$ cat src/trim_pkg.sv
package trim_pkg;
   // ****************************************
   // register indices (printed offsets are not all word aligned)
   // ****************************************
   localparam logic [9:0] IDX_CORE_GAIN   = 10'h07A;
   localparam logic [9:0] IDX_BANDGAP     = 10'h07C;
   localparam logic [9:0] IDX_TERM_CH1    = 10'h07E;
   localparam logic [9:0] IDX_TERM_CH2    = 10'h07F;
   localparam logic [9:0] IDX_TERM_CH3    = 10'h080;
   localparam logic [9:0] IDX_TERM_CH4    = 10'h081;
   localparam logic [9:0] IDX_SWAP_OVL    = 10'h09A;
   localparam logic [9:0] IDX_CTRL        = 10'h0A0;
   localparam logic [9:0] IDX_STATUS      = 10'h0A1;
   localparam int         IDX_W           = 10;
   localparam int         ADDR_LSB        = 2;

   // ****************************************
   // fields and reset values
   // ****************************************
   localparam int         TRIM_W          = 8;
   localparam int         BG_W            = 4;
   localparam int         OVL_W           = 5;
   localparam logic [4:0] OVL_RESET       = 5'h08;
   localparam int         CNT_W           = 7;
   localparam logic [6:0] OVL_BASE        = 7'h04;
   localparam logic [1:0] HTRANS_NONSEQ   = 2'h2;
   localparam logic [2:0] HSIZE_WORD      = 3'h2;

   // factory fuse image presented to the bank
   typedef struct packed {
      logic [7:0] core_gain;
      logic [3:0] bandgap;
      logic [7:0] term_ch1;
      logic [7:0] term_ch2;
      logic [7:0] term_ch3;
      logic [7:0] term_ch4;
   } fuse_image_t;

   // ahb-lite address phase captured for the data phase
   typedef struct packed {
      logic       wr;
      logic       rd;
      logic [9:0] idx;
   } ahb_req_t;

   typedef enum logic [1:0] {
      SW_IDLE    = 2'b00,
      SW_OVERLAP = 2'b01
   } swap_state_t;
endpackage : trim_pkg

$ cat src/trim_and_swap_delay_regs.sv
`timescale 1ns/1ps
// Summary of operation
// - an 8-bit read/write core gain trim in bits 7:0 acts on all converter cores together.
// - a 4-bit read/write band-gap trim sits in bits 3:0 with bits 7:4 reserved.
// - after reset every trim holds its factory fuse value, readable and overwritable by software.
// - four independent 8-bit read/write termination trims serve the four input channels.
// - the swap overlap setting is a 5-bit field in bits 4:0, any value 0 to 31, resetting to 0x08.
// - during a core swap both cores sample together for four plus twice the setting converter clocks.
module trim_and_swap_delay_regs
   import trim_pkg::*;
(
   // clock and reset
   input  wire logic              core_clk,
   input  wire logic              rst,
   // ahb-lite slave
   input  wire logic              hsel,
   input  wire logic [11:0]       haddr,
   input  wire logic [1:0]        htrans,
   input  wire logic              hwrite,
   input  wire logic [2:0]        hsize,
   input  wire logic [31:0]       hwdata,
   input  wire logic              hready,
   output logic      [31:0]       hrdata,
   output logic                   hreadyout,
   output logic                   hresp,
   // factory fuse image
   input  wire fuse_image_t       fuse_image,
   // core swap request and calibration state
   input  wire logic              swap_start,
   input  wire logic              cal_enable,
   // trim controls
   output logic      [TRIM_W-1:0] core_gain_adjust,
   output logic      [BG_W-1:0]   bandgap_adjust,
   output logic      [TRIM_W-1:0] termination_adjust_ch1,
   output logic      [TRIM_W-1:0] termination_adjust_ch2,
   output logic      [TRIM_W-1:0] termination_adjust_ch3,
   output logic      [TRIM_W-1:0] termination_adjust_ch4,
   output logic      [OVL_W-1:0]  swap_overlap_length,
   output logic                   swap_overlap_active
);
   // ****************************************
   // bus front end
   // ****************************************
   ahb_req_t               req_r, req_nxt;
   logic                   fuse_load_r, fuse_load_nxt;
   logic                   viol_r, viol_nxt;
   logic [TRIM_W-1:0]      gain_r, gain_nxt;
   logic [BG_W-1:0]        bg_r, bg_nxt;
   logic [TRIM_W-1:0]      t1_r, t1_nxt, t2_r, t2_nxt;
   logic [TRIM_W-1:0]      t3_r, t3_nxt, t4_r, t4_nxt;
   logic [OVL_W-1:0]       ovl_r, ovl_nxt;
   logic [31:0]            rdata_r, rdata_nxt;
   logic                   active_r;
   logic                   ovl_busy;
   logic                   take;

   // always zero wait states; a single-cycle data phase
   assign take = hsel && hready && (htrans == HTRANS_NONSEQ) && (hsize == HSIZE_WORD);

   always_comb begin
      req_nxt.wr  = take && hwrite;
      req_nxt.rd  = take && !hwrite;
      req_nxt.idx = haddr[ADDR_LSB +: IDX_W];
   end

   // ****************************************
   // register bank
   // ****************************************
   always_comb begin
      fuse_load_nxt = 1'b0;
      gain_nxt      = gain_r;
      bg_nxt        = bg_r;
      t1_nxt        = t1_r;
      t2_nxt        = t2_r;
      t3_nxt        = t3_r;
      t4_nxt        = t4_r;
      ovl_nxt       = ovl_r;
      viol_nxt      = viol_r;
      if (fuse_load_r) begin
         // fuses are sampled one cycle after reset release, never under reset
         gain_nxt = fuse_image.core_gain;
         bg_nxt   = fuse_image.bandgap;
         t1_nxt   = fuse_image.term_ch1;
         t2_nxt   = fuse_image.term_ch2;
         t3_nxt   = fuse_image.term_ch3;
         t4_nxt   = fuse_image.term_ch4;
      end else if (req_r.wr) begin
         case (req_r.idx)
            IDX_CORE_GAIN: gain_nxt = hwdata[TRIM_W-1:0];
            IDX_BANDGAP:   bg_nxt   = hwdata[BG_W-1:0];
            IDX_TERM_CH1:  t1_nxt   = hwdata[TRIM_W-1:0];
            IDX_TERM_CH2:  t2_nxt   = hwdata[TRIM_W-1:0];
            IDX_TERM_CH3:  t3_nxt   = hwdata[TRIM_W-1:0];
            IDX_TERM_CH4:  t4_nxt   = hwdata[TRIM_W-1:0];
            IDX_SWAP_OVL: begin
               ovl_nxt = hwdata[OVL_W-1:0];
               // write still lands, but the misuse is flagged for software
               if (cal_enable) begin
                  viol_nxt = 1'b1;
               end
            end
            IDX_STATUS:    viol_nxt = viol_r & ~hwdata[0];
            default:       viol_nxt = viol_r;
         endcase
      end
   end

   // read data is registered from the address phase; reserved bits read zero
   always_comb begin
      rdata_nxt = 32'h0000_0000;
      if (req_nxt.rd) begin
         case (req_nxt.idx)
            IDX_CORE_GAIN: rdata_nxt[TRIM_W-1:0] = gain_nxt;
            IDX_BANDGAP:   rdata_nxt[BG_W-1:0]   = bg_nxt;
            IDX_TERM_CH1:  rdata_nxt[TRIM_W-1:0] = t1_nxt;
            IDX_TERM_CH2:  rdata_nxt[TRIM_W-1:0] = t2_nxt;
            IDX_TERM_CH3:  rdata_nxt[TRIM_W-1:0] = t3_nxt;
            IDX_TERM_CH4:  rdata_nxt[TRIM_W-1:0] = t4_nxt;
            IDX_SWAP_OVL:  rdata_nxt[OVL_W-1:0]  = ovl_nxt;
            IDX_CTRL:      rdata_nxt[0]          = cal_enable;
            IDX_STATUS:    rdata_nxt             = {30'h0, ovl_busy, viol_nxt};
            default:       rdata_nxt             = 32'h0000_0000;
         endcase
      end
   end

   always_ff @(posedge core_clk) begin
      if (rst) begin
         req_r       <= '0;
         fuse_load_r <= 1'b1;
         gain_r      <= 8'h00;
         bg_r        <= 4'h0;
         t1_r        <= 8'h00;
         t2_r        <= 8'h00;
         t3_r        <= 8'h00;
         t4_r        <= 8'h00;
         ovl_r       <= OVL_RESET;
         viol_r      <= 1'b0;
         rdata_r     <= 32'h0000_0000;
         active_r    <= 1'b0;
      end else begin
         req_r       <= req_nxt;
         fuse_load_r <= fuse_load_nxt;
         gain_r      <= gain_nxt;
         bg_r        <= bg_nxt;
         t1_r        <= t1_nxt;
         t2_r        <= t2_nxt;
         t3_r        <= t3_nxt;
         t4_r        <= t4_nxt;
         ovl_r       <= ovl_nxt;
         viol_r      <= viol_nxt;
         rdata_r     <= rdata_nxt;
         active_r    <= ovl_busy;
      end
   end

   // ****************************************
   // swap overlap window
   // ****************************************
   swap_overlap_timer u_timer (
      .core_clk        (core_clk),
      .rst             (rst),
      .swap_start      (swap_start),
      .overlap_setting (ovl_r),
      .overlap_active  (ovl_busy)
   );

   // ****************************************
   // outputs
   // ****************************************
   assign hrdata                 = rdata_r;
   assign hreadyout              = 1'b1;
   assign hresp                  = 1'b0;
   assign core_gain_adjust       = gain_r;
   assign bandgap_adjust         = bg_r;
   assign termination_adjust_ch1 = t1_r;
   assign termination_adjust_ch2 = t2_r;
   assign termination_adjust_ch3 = t3_r;
   assign termination_adjust_ch4 = t4_r;
   assign swap_overlap_length    = ovl_r;
   assign swap_overlap_active    = active_r;

   // ****************************************
   // checks
   // ****************************************
   a_fuse_preset: assert property (@(posedge core_clk) disable iff (rst)
      fuse_load_r |=> (gain_r == $past(fuse_image.core_gain) && t4_r == $past(fuse_image.term_ch4)))
      else $error("trims not preset from fuses");
   a_gain_write: assert property (@(posedge core_clk) disable iff (rst)
      (req_r.wr && !fuse_load_r && req_r.idx == IDX_CORE_GAIN) |=> gain_r == $past(hwdata[7:0]))
      else $error("gain write lost");
   a_bandgap_write: assert property (@(posedge core_clk) disable iff (rst)
      (req_r.wr && !fuse_load_r && req_r.idx == IDX_BANDGAP) |=> bg_r == $past(hwdata[3:0]))
      else $error("bandgap write lost");
   a_term_write: assert property (@(posedge core_clk) disable iff (rst)
      (req_r.wr && !fuse_load_r && req_r.idx == IDX_TERM_CH3) |=> (t3_r == $past(hwdata[7:0])
      && $stable(t2_r) && $stable(t4_r)))
      else $error("termination write wrong");
   a_overlap_reset: assert property (@(posedge core_clk)
      rst |=> ovl_r == OVL_RESET)
      else $error("overlap setting reset value wrong");
   a_overlap_write: assert property (@(posedge core_clk) disable iff (rst)
      (req_r.wr && !fuse_load_r && req_r.idx == IDX_SWAP_OVL) |=> ovl_r == $past(hwdata[4:0]))
      else $error("overlap write lost");
   a_cal_misuse: assert property (@(posedge core_clk) disable iff (rst)
      (req_r.wr && !fuse_load_r && req_r.idx == IDX_SWAP_OVL && cal_enable) |=> viol_r)
      else $error("write during calibration not flagged");
   a_read_back: assert property (@(posedge core_clk) disable iff (rst)
      (req_nxt.rd && req_nxt.idx == IDX_TERM_CH1 && !fuse_load_r && !req_r.wr) |=> hrdata[7:0] == t1_r)
      else $error("termination read back wrong");
   a_hold_value: assert property (@(posedge core_clk) disable iff (rst)
      (!req_r.wr && !fuse_load_r) |=> $stable(gain_r) && $stable(ovl_r))
      else $error("register changed without write");
   c_gain_write: cover property (@(posedge core_clk) disable iff (rst)
      req_r.wr && req_r.idx == IDX_CORE_GAIN);
   c_overlap_read: cover property (@(posedge core_clk) disable iff (rst)
      req_r.rd && req_r.idx == IDX_SWAP_OVL);
   c_cal_misuse: cover property (@(posedge core_clk) disable iff (rst) $rose(viol_r));

   // ****************************************
   // read path and bank checks
   // ****************************************
   a_term1_write: assert property (@(posedge core_clk) disable iff (rst)
      (req_r.wr && !fuse_load_r && req_r.idx == IDX_TERM_CH1) |=> t1_r == $past(hwdata[7:0]))
      else $error("termination ch1 write lost");

   a_term2_write: assert property (@(posedge core_clk) disable iff (rst)
      (req_r.wr && !fuse_load_r && req_r.idx == IDX_TERM_CH2) |=> t2_r == $past(hwdata[7:0]))
      else $error("termination ch2 write lost");

   a_term4_write: assert property (@(posedge core_clk) disable iff (rst)
      (req_r.wr && !fuse_load_r && req_r.idx == IDX_TERM_CH4) |=> t4_r == $past(hwdata[7:0]))
      else $error("termination ch4 write lost");

   a_fuse_rest: assert property (@(posedge core_clk) disable iff (rst)
      fuse_load_r |=> (bg_r == $past(fuse_image.bandgap) && t1_r == $past(fuse_image.term_ch1)
      && t2_r == $past(fuse_image.term_ch2) && t3_r == $past(fuse_image.term_ch3)))
      else $error("remaining trims not preset from fuses");

   a_gain_read: assert property (@(posedge core_clk) disable iff (rst)
      (req_nxt.rd && req_nxt.idx == IDX_CORE_GAIN) |=> hrdata == {24'h0, gain_r})
      else $error("gain read back wrong");

   a_bandgap_read: assert property (@(posedge core_clk) disable iff (rst)
      (req_nxt.rd && req_nxt.idx == IDX_BANDGAP) |=> hrdata == {28'h0, bg_r})
      else $error("bandgap read back wrong or reserved bits set");

   a_overlap_read: assert property (@(posedge core_clk) disable iff (rst)
      (req_nxt.rd && req_nxt.idx == IDX_SWAP_OVL) |=> hrdata == {27'h0, ovl_r})
      else $error("overlap read back wrong");

   // read data stands for one data phase only, so a stale word never leaks into a write cycle
   a_read_idle: assert property (@(posedge core_clk) disable iff (rst)
      !req_nxt.rd |=> hrdata == 32'h0000_0000)
      else $error("read data not zero outside a read");

   a_ctrl_read: assert property (@(posedge core_clk) disable iff (rst)
      (req_nxt.rd && req_nxt.idx == IDX_CTRL) |=> hrdata == {31'h0, $past(cal_enable)})
      else $error("calibration state read wrong");

   a_status_clear: assert property (@(posedge core_clk) disable iff (rst)
      (req_r.wr && !fuse_load_r && req_r.idx == IDX_STATUS && hwdata[0]) |=> !viol_r)
      else $error("misuse flag not cleared");

   a_flag_sticky: assert property (@(posedge core_clk) disable iff (rst)
      (viol_r && !(req_r.wr && !fuse_load_r && req_r.idx == IDX_STATUS)) |=> viol_r)
      else $error("misuse flag dropped without clear");

   a_flag_quiet: assert property (@(posedge core_clk) disable iff (rst)
      (!viol_r && !(req_r.wr && !fuse_load_r && req_r.idx == IDX_SWAP_OVL && cal_enable)) |=> !viol_r)
      else $error("misuse flag set without misuse");

   // ****************************************
   // swap window length
   // ****************************************
   // windows run up to 66 cycles, too long to unroll, so a counter measures them
   logic [CNT_W-1:0]       win_cnt_r, win_cnt_nxt;

   always_comb begin
      win_cnt_nxt = 7'h00;
      if (ovl_busy) begin
         win_cnt_nxt = win_cnt_r + 7'h01;
      end
   end

   always_ff @(posedge core_clk) begin
      if (rst) begin
         win_cnt_r <= 7'h00;
      end else begin
         win_cnt_r <= win_cnt_nxt;
      end
   end

   // limitation: assumes the setting is not rewritten while a window runs
   a_window_length: assert property (@(posedge core_clk) disable iff (rst)
      $fell(ovl_busy) |-> win_cnt_r == OVL_BASE + {1'b0, ovl_r, 1'b0})
      else $error("overlap window length wrong");

   c_status_clear: cover property (@(posedge core_clk) disable iff (rst) $fell(viol_r));
endmodule : trim_and_swap_delay_regs

$ cat src/swap_overlap_timer.sv
`timescale 1ns/1ps
// counts the dual-sampling window of a background core swap
module swap_overlap_timer
   import trim_pkg::*;
(
   // clock and reset
   input  wire logic             core_clk,
   input  wire logic             rst,
   // control
   input  wire logic             swap_start,
   input  wire logic [OVL_W-1:0] overlap_setting,
   // status
   output logic                  overlap_active
);
   swap_state_t            state_r, state_nxt;
   logic [CNT_W-1:0]       cnt_r, cnt_nxt;
   logic [CNT_W-1:0]       len;

   // window is base plus twice the setting, in converter clocks
   assign len = OVL_BASE + {1'b0, overlap_setting, 1'b0};

   always_comb begin
      state_nxt = state_r;
      cnt_nxt   = cnt_r;
      case (state_r)
         SW_IDLE: begin
            if (swap_start) begin
               state_nxt = SW_OVERLAP;
               cnt_nxt   = len - 7'h01;
            end
         end
         SW_OVERLAP: begin
            if (cnt_r == 7'h00) begin
               state_nxt = SW_IDLE;
            end else begin
               cnt_nxt = cnt_r - 7'h01;
            end
         end
         default: state_nxt = SW_IDLE;
      endcase
   end

   always_ff @(posedge core_clk) begin
      if (rst) begin
         state_r <= SW_IDLE;
         cnt_r   <= 7'h00;
      end else begin
         state_r <= state_nxt;
         cnt_r   <= cnt_nxt;
      end
   end

   assign overlap_active = (state_r == SW_OVERLAP);

   // ****************************************
   // checks
   // ****************************************
   a_overlap_min_len: assert property (@(posedge core_clk) disable iff (rst)
      (state_r == SW_IDLE && swap_start && overlap_setting == 5'h00)
      |=> overlap_active [*4] ##1 !overlap_active)
      else $error("overlap window not four cycles at setting zero");
   c_overlap_run: cover property (@(posedge core_clk) disable iff (rst)
      $fell(overlap_active));
endmodule : swap_overlap_timer

$ cat config.mk
export PLATFORM = sky130hd
export DESIGN_NAME = trim_and_swap_delay_regs
export DESIGN_NICKNAME = d
export VERILOG_FILES = /design/src/trim_pkg.sv /design/src/trim_and_swap_delay_regs.sv /design/src/swap_overlap_timer.sv
export SDC_FILE = /design/constraint.sdc
export NUM_CORES = 1
export LEC_CHECK = 0
export BUFFER_PORTS_ARGS = -buffer_cell sky130_fd_sc_hd__buf_2
export CORE_UTILIZATION = 40
export CTS_BUF_LIST = sky130_fd_sc_hd__clkbuf_2 sky130_fd_sc_hd__clkbuf_4 sky130_fd_sc_hd__clkbuf_8
export DETAILED_ROUTE_END_ITERATION = 8
export GPL_TIMING_DRIVEN = 0
export PLACE_DENSITY_LB_ADDON = 0.25
export SYNTH_ARGS = -nofsm -noshare
export SYNTH_HDL_FRONTEND = slang
export SYNTH_HIERARCHICAL = 1
export SYNTH_SLANG_ARGS = --single-unit
$ cat constraint.sdc
create_clock -name core_clk -period 2.55 [get_ports core_clk]
set_input_delay 0.3825 -clock core_clk [delete_from_list [all_inputs] [get_ports core_clk]]
set_output_delay 0.3825 -clock core_clk [all_outputs]
set_load 0.005 [all_outputs]
== Word-level counts from Yosys, hierarchy flattened ==
Cells that the tools add are included.

* Bits in registers: 104
* Bits in latches: 0
* RAM bits: 0
* ROM bits: 0
* Input bits: 100
* Logic and storage cells: 93
* Memories: 0

* Add/subtract/negate cells: 3
* Multiply operators: 0
* Div/mod/pow operators: 0
* Order comparisons: 0
* Eq/ne operators: 23
* Shift-type cells: 0
* Muxes and demuxes: 36
* Bitwise gates (word level): 3
* Reductions and logical operators: 12

{| class="wikitable"
|+ Operators by type and width
! operator !! count
|-
| 8-bit two-way mux || 15
|-
| 10-bit by 8-bit equality test with 1-bit output, second input constant || 9
|-
| 10-bit by 7-bit equality test with 1-bit output, second input constant || 8
|-
| 3-bit one-hot mux with 8 select lines || 1
|-
| 5-bit two-way mux || 3
|-
| 3-bit one-hot mux with 5 select lines || 1
|-
| 7-bit two-way mux || 2
|-
| 7-bit one-hot mux with 2 select lines || 1
|-
| 7-bit by 1-bit subtractor with 7-bit output, second input constant || 2
|-
| 4-bit two-way mux || 3
|-
| 1-bit one-hot mux with 9 select lines || 1
|-
| 3-bit by 6-bit adder with 7-bit output, first input constant || 1
|-
| 7-bit logical NOT || 1
|-
| 1-bit one-hot mux with 6 select lines || 1
|-
| 1-bit logical AND || 5
|-
| 1-bit two-way mux || 4
|-
| 2-bit two-way mux || 2
|-
| 2-bit inequality test, second input constant || 2
|-
| 2-bit one-hot mux with 2 select lines || 1
|-
| 3-bit by 2-bit equality test with 1-bit output, second input constant || 1
|-
| 3-bit AND reduction || 1
|-
| 2-bit by 1-bit equality test with 1-bit output, second input constant || 1
|-
| 2-bit equality test, second input constant || 1
|-
| 2-bit logical NOT || 1
|-
| other kinds (8) || 9
|}

== Logic depth before layout (Yosys ltp) ==
* Depth in word-level cells: 6
* Gate-level depth with buffers: 8

== Cells and area by module ==
The synthesis kept the hierarchy.

{| class="wikitable"
|+ By module, submodules not included
! module !! instances !! cells each !! area each (um^2) !! seq. area each (um^2)
|-
| trim_and_swap_delay_regs || 1 || 468 || 3965.1 || 1421.4
|-
| swap_overlap_timer || 1 || 69 || 561.8 || 160.2
|}

== Least setup slack after synthesis ==
Ideal clock, no wire load.

* Kind: register -> register
* From: register req_r[9] in the netlist's numbering
* To: register rdata_r[4], in the netlist hrdata[4]
* Setup time: 0.144 ns
* Arrival: 2.076 ns
* Data required time: 2.406 ns
* Path slack: 0.330 ns
* Cell stages (with the launch flop): 9
* Buffers on the path: 2
* Period minus slack after synthesis: 2.220 ns
* Path through: dfxtp_1 or3b_1 buf_4 nor4b_4 buf_6 mux2i_1 a21oi_1 a2111oi_0 a311oi_1

* Longest elaborated chain between the ends: 5
* Elaborated cells between the ends (all ways): 25
* Classes of those cells: 6 x eq/ne; 19 x mux

{| class="wikitable"
|+ RTL lines
! element !! line !! source
|-
| start: declaration || trim_and_swap_delay_regs.sv:44 || <nowiki>ahb_req_t req_r, req_nxt;</nowiki>
|-
| start signal: assignment || trim_and_swap_delay_regs.sv:142 || <nowiki>req_r <= req_nxt;</nowiki>
|-
| 10-bit by 8-bit equality test with 1-bit output or 10-bit by 7-bit equality test with 1-bit output (tied branches) || trim_and_swap_delay_regs.sv:88 || <nowiki>case (req_r.idx)</nowiki>
|-
| 5-bit two-way mux or 8-bit two-way mux (tied branches) || trim_and_swap_delay_regs.sv:88 ||
|-
| 5-bit two-way mux or 8-bit two-way mux (tied branches) || trim_and_swap_delay_regs.sv:87 || <nowiki>end else if (req_r.wr) begin</nowiki>
|-
| 5-bit two-way mux or 8-bit two-way mux (tied branches) || trim_and_swap_delay_regs.sv:79 || <nowiki>if (fuse_load_r) begin</nowiki>
|-
| 1-bit one-hot mux with 6 select lines (*) || trim_and_swap_delay_regs.sv:112 || <nowiki>case (req_nxt.idx)</nowiki>
|-
| end signal: assignment || trim_and_swap_delay_regs.sv:152 || <nowiki>rdata_r <= rdata_nxt;</nowiki>
|-
| end: declaration || trim_and_swap_delay_regs.sv:52 || <nowiki>logic [31:0] rdata_r, rdata_nxt;</nowiki>
|}

Mark *: on every way between the ends. The rest lies on a longest branch, timed or not.
A chain may end at the register's enable or synchronous reset.

== Worst setup path in the final report ==
* From: register req_r[7] in the netlist's numbering
* To: register rdata_r[4], in the netlist hrdata[4]

Same word-level chain as after synthesis.

==> results.sh <==
export IMPL_synth_top_area_frac=0.349
export IMPL_p_sw_frac=0.290
export IMPL_clockRootBuffer="clkbuf_8"
export IMPL_clock_path_buffers=2
export IMPL_grt_use_total=0.263
export IMPL_die_y_um=108
export IMPL_dp_cells=831
export IMPL_muxShareOfSynthArea=0.0705
export IMPL_antenna_left=0
export IMPL_synthTopCellsByCount="dfxtp_1 (79), nor2_1 (62), nor3_1 (28)"
export IMPL_drcViolationCount=0
export IMPL_busiest_layer="met2"
export IMPL_startpoint_type="flop"
export IMPL_gp_congestion=0.904
export IMPL_post_synth_top_count_cell="dfxtp_1"
export IMPL_cellInternalPower_mw=2.01
export IMPL_fmax_ghz=0.413
export IMPL_rows=38
export IMPL_setup_viol=0
export IMPL_critical_path_required_ns=2.78
export IMPL_path_class="reg -> reg"
export IMPL_antenna_found_initial=0
export IMPL_p_clk_frac=0.343
export IMPL_ys_seq_elements=79
export IMPL_grt_first_pass_wirelength_um=22800
export IMPL_design_core_area_sq_um=10900
export IMPL_tightest_slew_ns=1.42
export IMPL_grt_overflow=0
export IMPL_fin_nets=808
export IMPL_finalHoldViolCount=0
export IMPL_synth_top_area_cell="dfxtp_1"
export IMPL_grt_util_met2=0.444
export IMPL_final_cell_count_no_fill=850
export IMPL_dpl_hpwl_um=11600
export IMPL_post_route_min_period_ns=2.42
export IMPL_p_switching_mw=0.820
export IMPL_drt_iter0_markers=287
export IMPL_vias=4680
export IMPL_synth_ff_type="dfxtp_1"
export IMPL_tns_ns=0
export IMPL_comb_power_share=0.176
export IMPL_synthArstFlopShare=0
export IMPL_yosys_warnings=6
export IMPL_multi_input_area_sq_um=2640
export IMPL_grt_max_degree=14
export IMPL_synth_top_family_by_area="simple AND/OR/NAND/NOR gates"
export IMPL_synth_area_sq_um=4530
export IMPL_outcome="completed"
export IMPL_finClkSkew_ns=0.0128
export IMPL_htreeDepth=3
export IMPL_boundaryPins=184
export IMPL_synth_edf_count=0
export IMPL_die_area_sq_um=11700
export IMPL_start_util=0.414
export IMPL_pre_cts_slack_ns=-0.136
export IMPL_clkLatencyLatePin_ns=0.37
export IMPL_powerDensity_nw_per_um2=498
export IMPL_die_width_um=108
export IMPL_first_global_vias=4422
export IMPL_utilization=0.519
export IMPL_use_met1=0.322
export IMPL_num_fill_cells=1068
export IMPL_crit_fanout=10
export IMPL_post_route_period_util=0.948
export IMPL_synth_xor_area_frac=0.00580
export IMPL_clk_pin_slew_ns=0.08
export IMPL_ir_worst_vdd_mv=0.292
export IMPL_routed_wl_um=15200
export IMPL_portBuffers=130
export IMPL_layout_setup_ws_ns=0.132
export IMPL_synthDistinctLibCells=74
export IMPL_viasPerCell=5.51
export IMPL_syn_inst=537
export IMPL_cts_sinks=79
export IMPL_cts_tree="built"
export IMPL_relSlewSlack=0.0472
export IMPL_hold_class="in -> reg"
export IMPL_dr_pass1_iters=5
export IMPL_power_total_mw=2.83
export IMPL_finalMaxSlewViolations=0
export IMPL_wl_per_cell_um=17.9
export IMPL_use_met3=0.0651
export IMPL_cts_made_buffers=9
export IMPL_drv_cap=0
export IMPL_antenna_cells=0
export IMPL_critPathCaptureType="flop"
export IMPL_synthTopCellsByArea="dfxtp_1 (35%), mux2i_1 (5.3%), nor2_1 (5.1%), buf_4 (4.5%), nand2b_1 (3.2%)"
export IMPL_seqCellArea_sq_um=1580
export IMPL_drive_gt1_frac=0.285
export IMPL_rsz0062_at_grt="yes"
export IMPL_synth_compound_area_frac=0.158
export IMPL_cp_arrival_ns=2.65
export IMPL_ys_seq_area_frac=0.349
export IMPL_seq_power_share=0.481
export IMPL_syn_to_final_growth_pct=25.3
export IMPL_power_leakage_nw=2.67
export IMPL_synth_adder_area_share=0.00829
export IMPL_synth_simple_area_share=0.317
export IMPL_avgSynthCellArea_sq_um=8.43
==> critical path, stage by stage, from the launching register on <==
cell,delay (ns)
dfxtp_2,0.36
or3b_2,0.51
nor4b_4,0.34
buf_6,0.22
mux2i_1,0.20
a21oi_1,0.12
a2111oi_2,0.40
a311oi_1,0.14
==> power groups by stage <==
stage | Clock [mW] | Sequential, mW | Combinational (mW)
5_1_grt | 1.04 | 1.37 | 0.548
3_5_place_dp | 0 | 1.39 | 0.490
3_3_place_gp | 0 | 1.39 | 0.484
4_1_cts | 0.975 | 1.36 | 0.492
6_report | 0.969 | 1.36 | 0.498
2_1_floorplan | 0 | 1.38 | 0.293
==> cells by family after synthesis <==
family                     Yosys count
DFF                                 79
AOI/OAI and AO/OA                   98
and+or+nand+nor                    247
buffers and inverters               74
adders and majority gates            3
muxes                               31
other                                2
xor gates and xnor gates             3
==> path summary, 6_finish.rpt <==
| kind | startpoint | endpoint | slack, ns | depth (start not counted) |
|---|---|---|---|---|
| max | req_r[7]$_SDFF_PP0_ | hrdata[4]$_SDFF_PP0_ | 0.13 | 7 |
| min | rst | fuse_load_r$_DFF_P_ | 0.19 | 1 |
| max reg2reg | req_r[7]$_SDFF_PP0_ | hrdata[4]$_SDFF_PP0_ | 0.13 | 7 |
| min reg2reg | u_timer/cnt_r[4]$_SDFFE_PP0P_ | u_timer/cnt_r[4]$_SDFFE_PP0P_ | 0.52 | 2 |
==> flip-flops by register name (all words and copies together), names as in the netlist <==
| name | cells |
|---|---|
| termination_adjust_ch4 | 8 |
| fuse_load_r | 1 |
| u_timer/cnt_r | 7 |
| viol_r | 1 |
| termination_adjust_ch1 | 8 |
| hrdata | 8 |
| termination_adjust_ch3 | 8 |
| u_timer/state_r | 1 |
| termination_adjust_ch2 | 8 |
| core_gain_adjust | 8 |
| swap_overlap_length | 5 |
| swap_overlap_active | 1 |
| req_r | 11 |
| bandgap_adjust | 4 |
==> placed cells by master, fill, tap and decap left out, types with 4 or more instances in the layout <==
cell        n
buf_2     131
dfxtp_1    78
nor2_1     62
buf_4      31
nor3_1     28
nand2_1    27
conb_1     26
mux2i_1    24
nand2b_1   23
a21oi_1    23
clkbuf_1   21
inv_1      18
and3_1     18
a31oi_1    16
nor2b_1    15
and2_1     14
nand3_1    11
clkbuf_8    9
nor3b_1     7
nand4_1     7
mux2_1      7
o211ai_1    6
o21ai_0     6
a211oi_1    6
nand4b_1    4
a311oi_1    4
o22ai_1     4
==> through the flow <==
| stage | hold WS, ns | instance area (sq um) |
|---|---|---|
| 2_1_floorplan | 0.410 | 4620 |
| 3_3_place_gp | 0.496 | 5440 |
| 3_5_place_dp | 0.513 | 5440 |
| 4_1_cts | 0.179 | 5650 |
| 5_1_grt | 0.187 | 5670 |
| 6_report | 0.194 | 5670 |
==> final cells by class <==
type,instances,area share
repair buffers,133,0.119
inverters,19,0.0126
well taps,140,0.0309
multi-input cells,408,0.465
clock buffers,11,0.0245
clock inverters,5,0.0101
flip-flops and latches,79,0.279
plain buffers,55,0.0591
==> metal layers <==
metal	wire (um)	vias up	share of wire
li1	-	2227	-
met1	6380	2193	0.42
met2	7320	233	0.48
met3	1230	27	0.081
met4	301	0	0.020
met5	0	-	0
==> repair_timing <==
action / 4_1_cts / 5_1_grt
cloned: 0 / 0
hold buffers: 0 / 0
pin swaps: 0 / 4
setup endpoints to repair: 1 / 5
resized for setup: 3 / 3
buffers inserted: 0 / 3
Note: power is estimated with default switching activity, not from simulation.
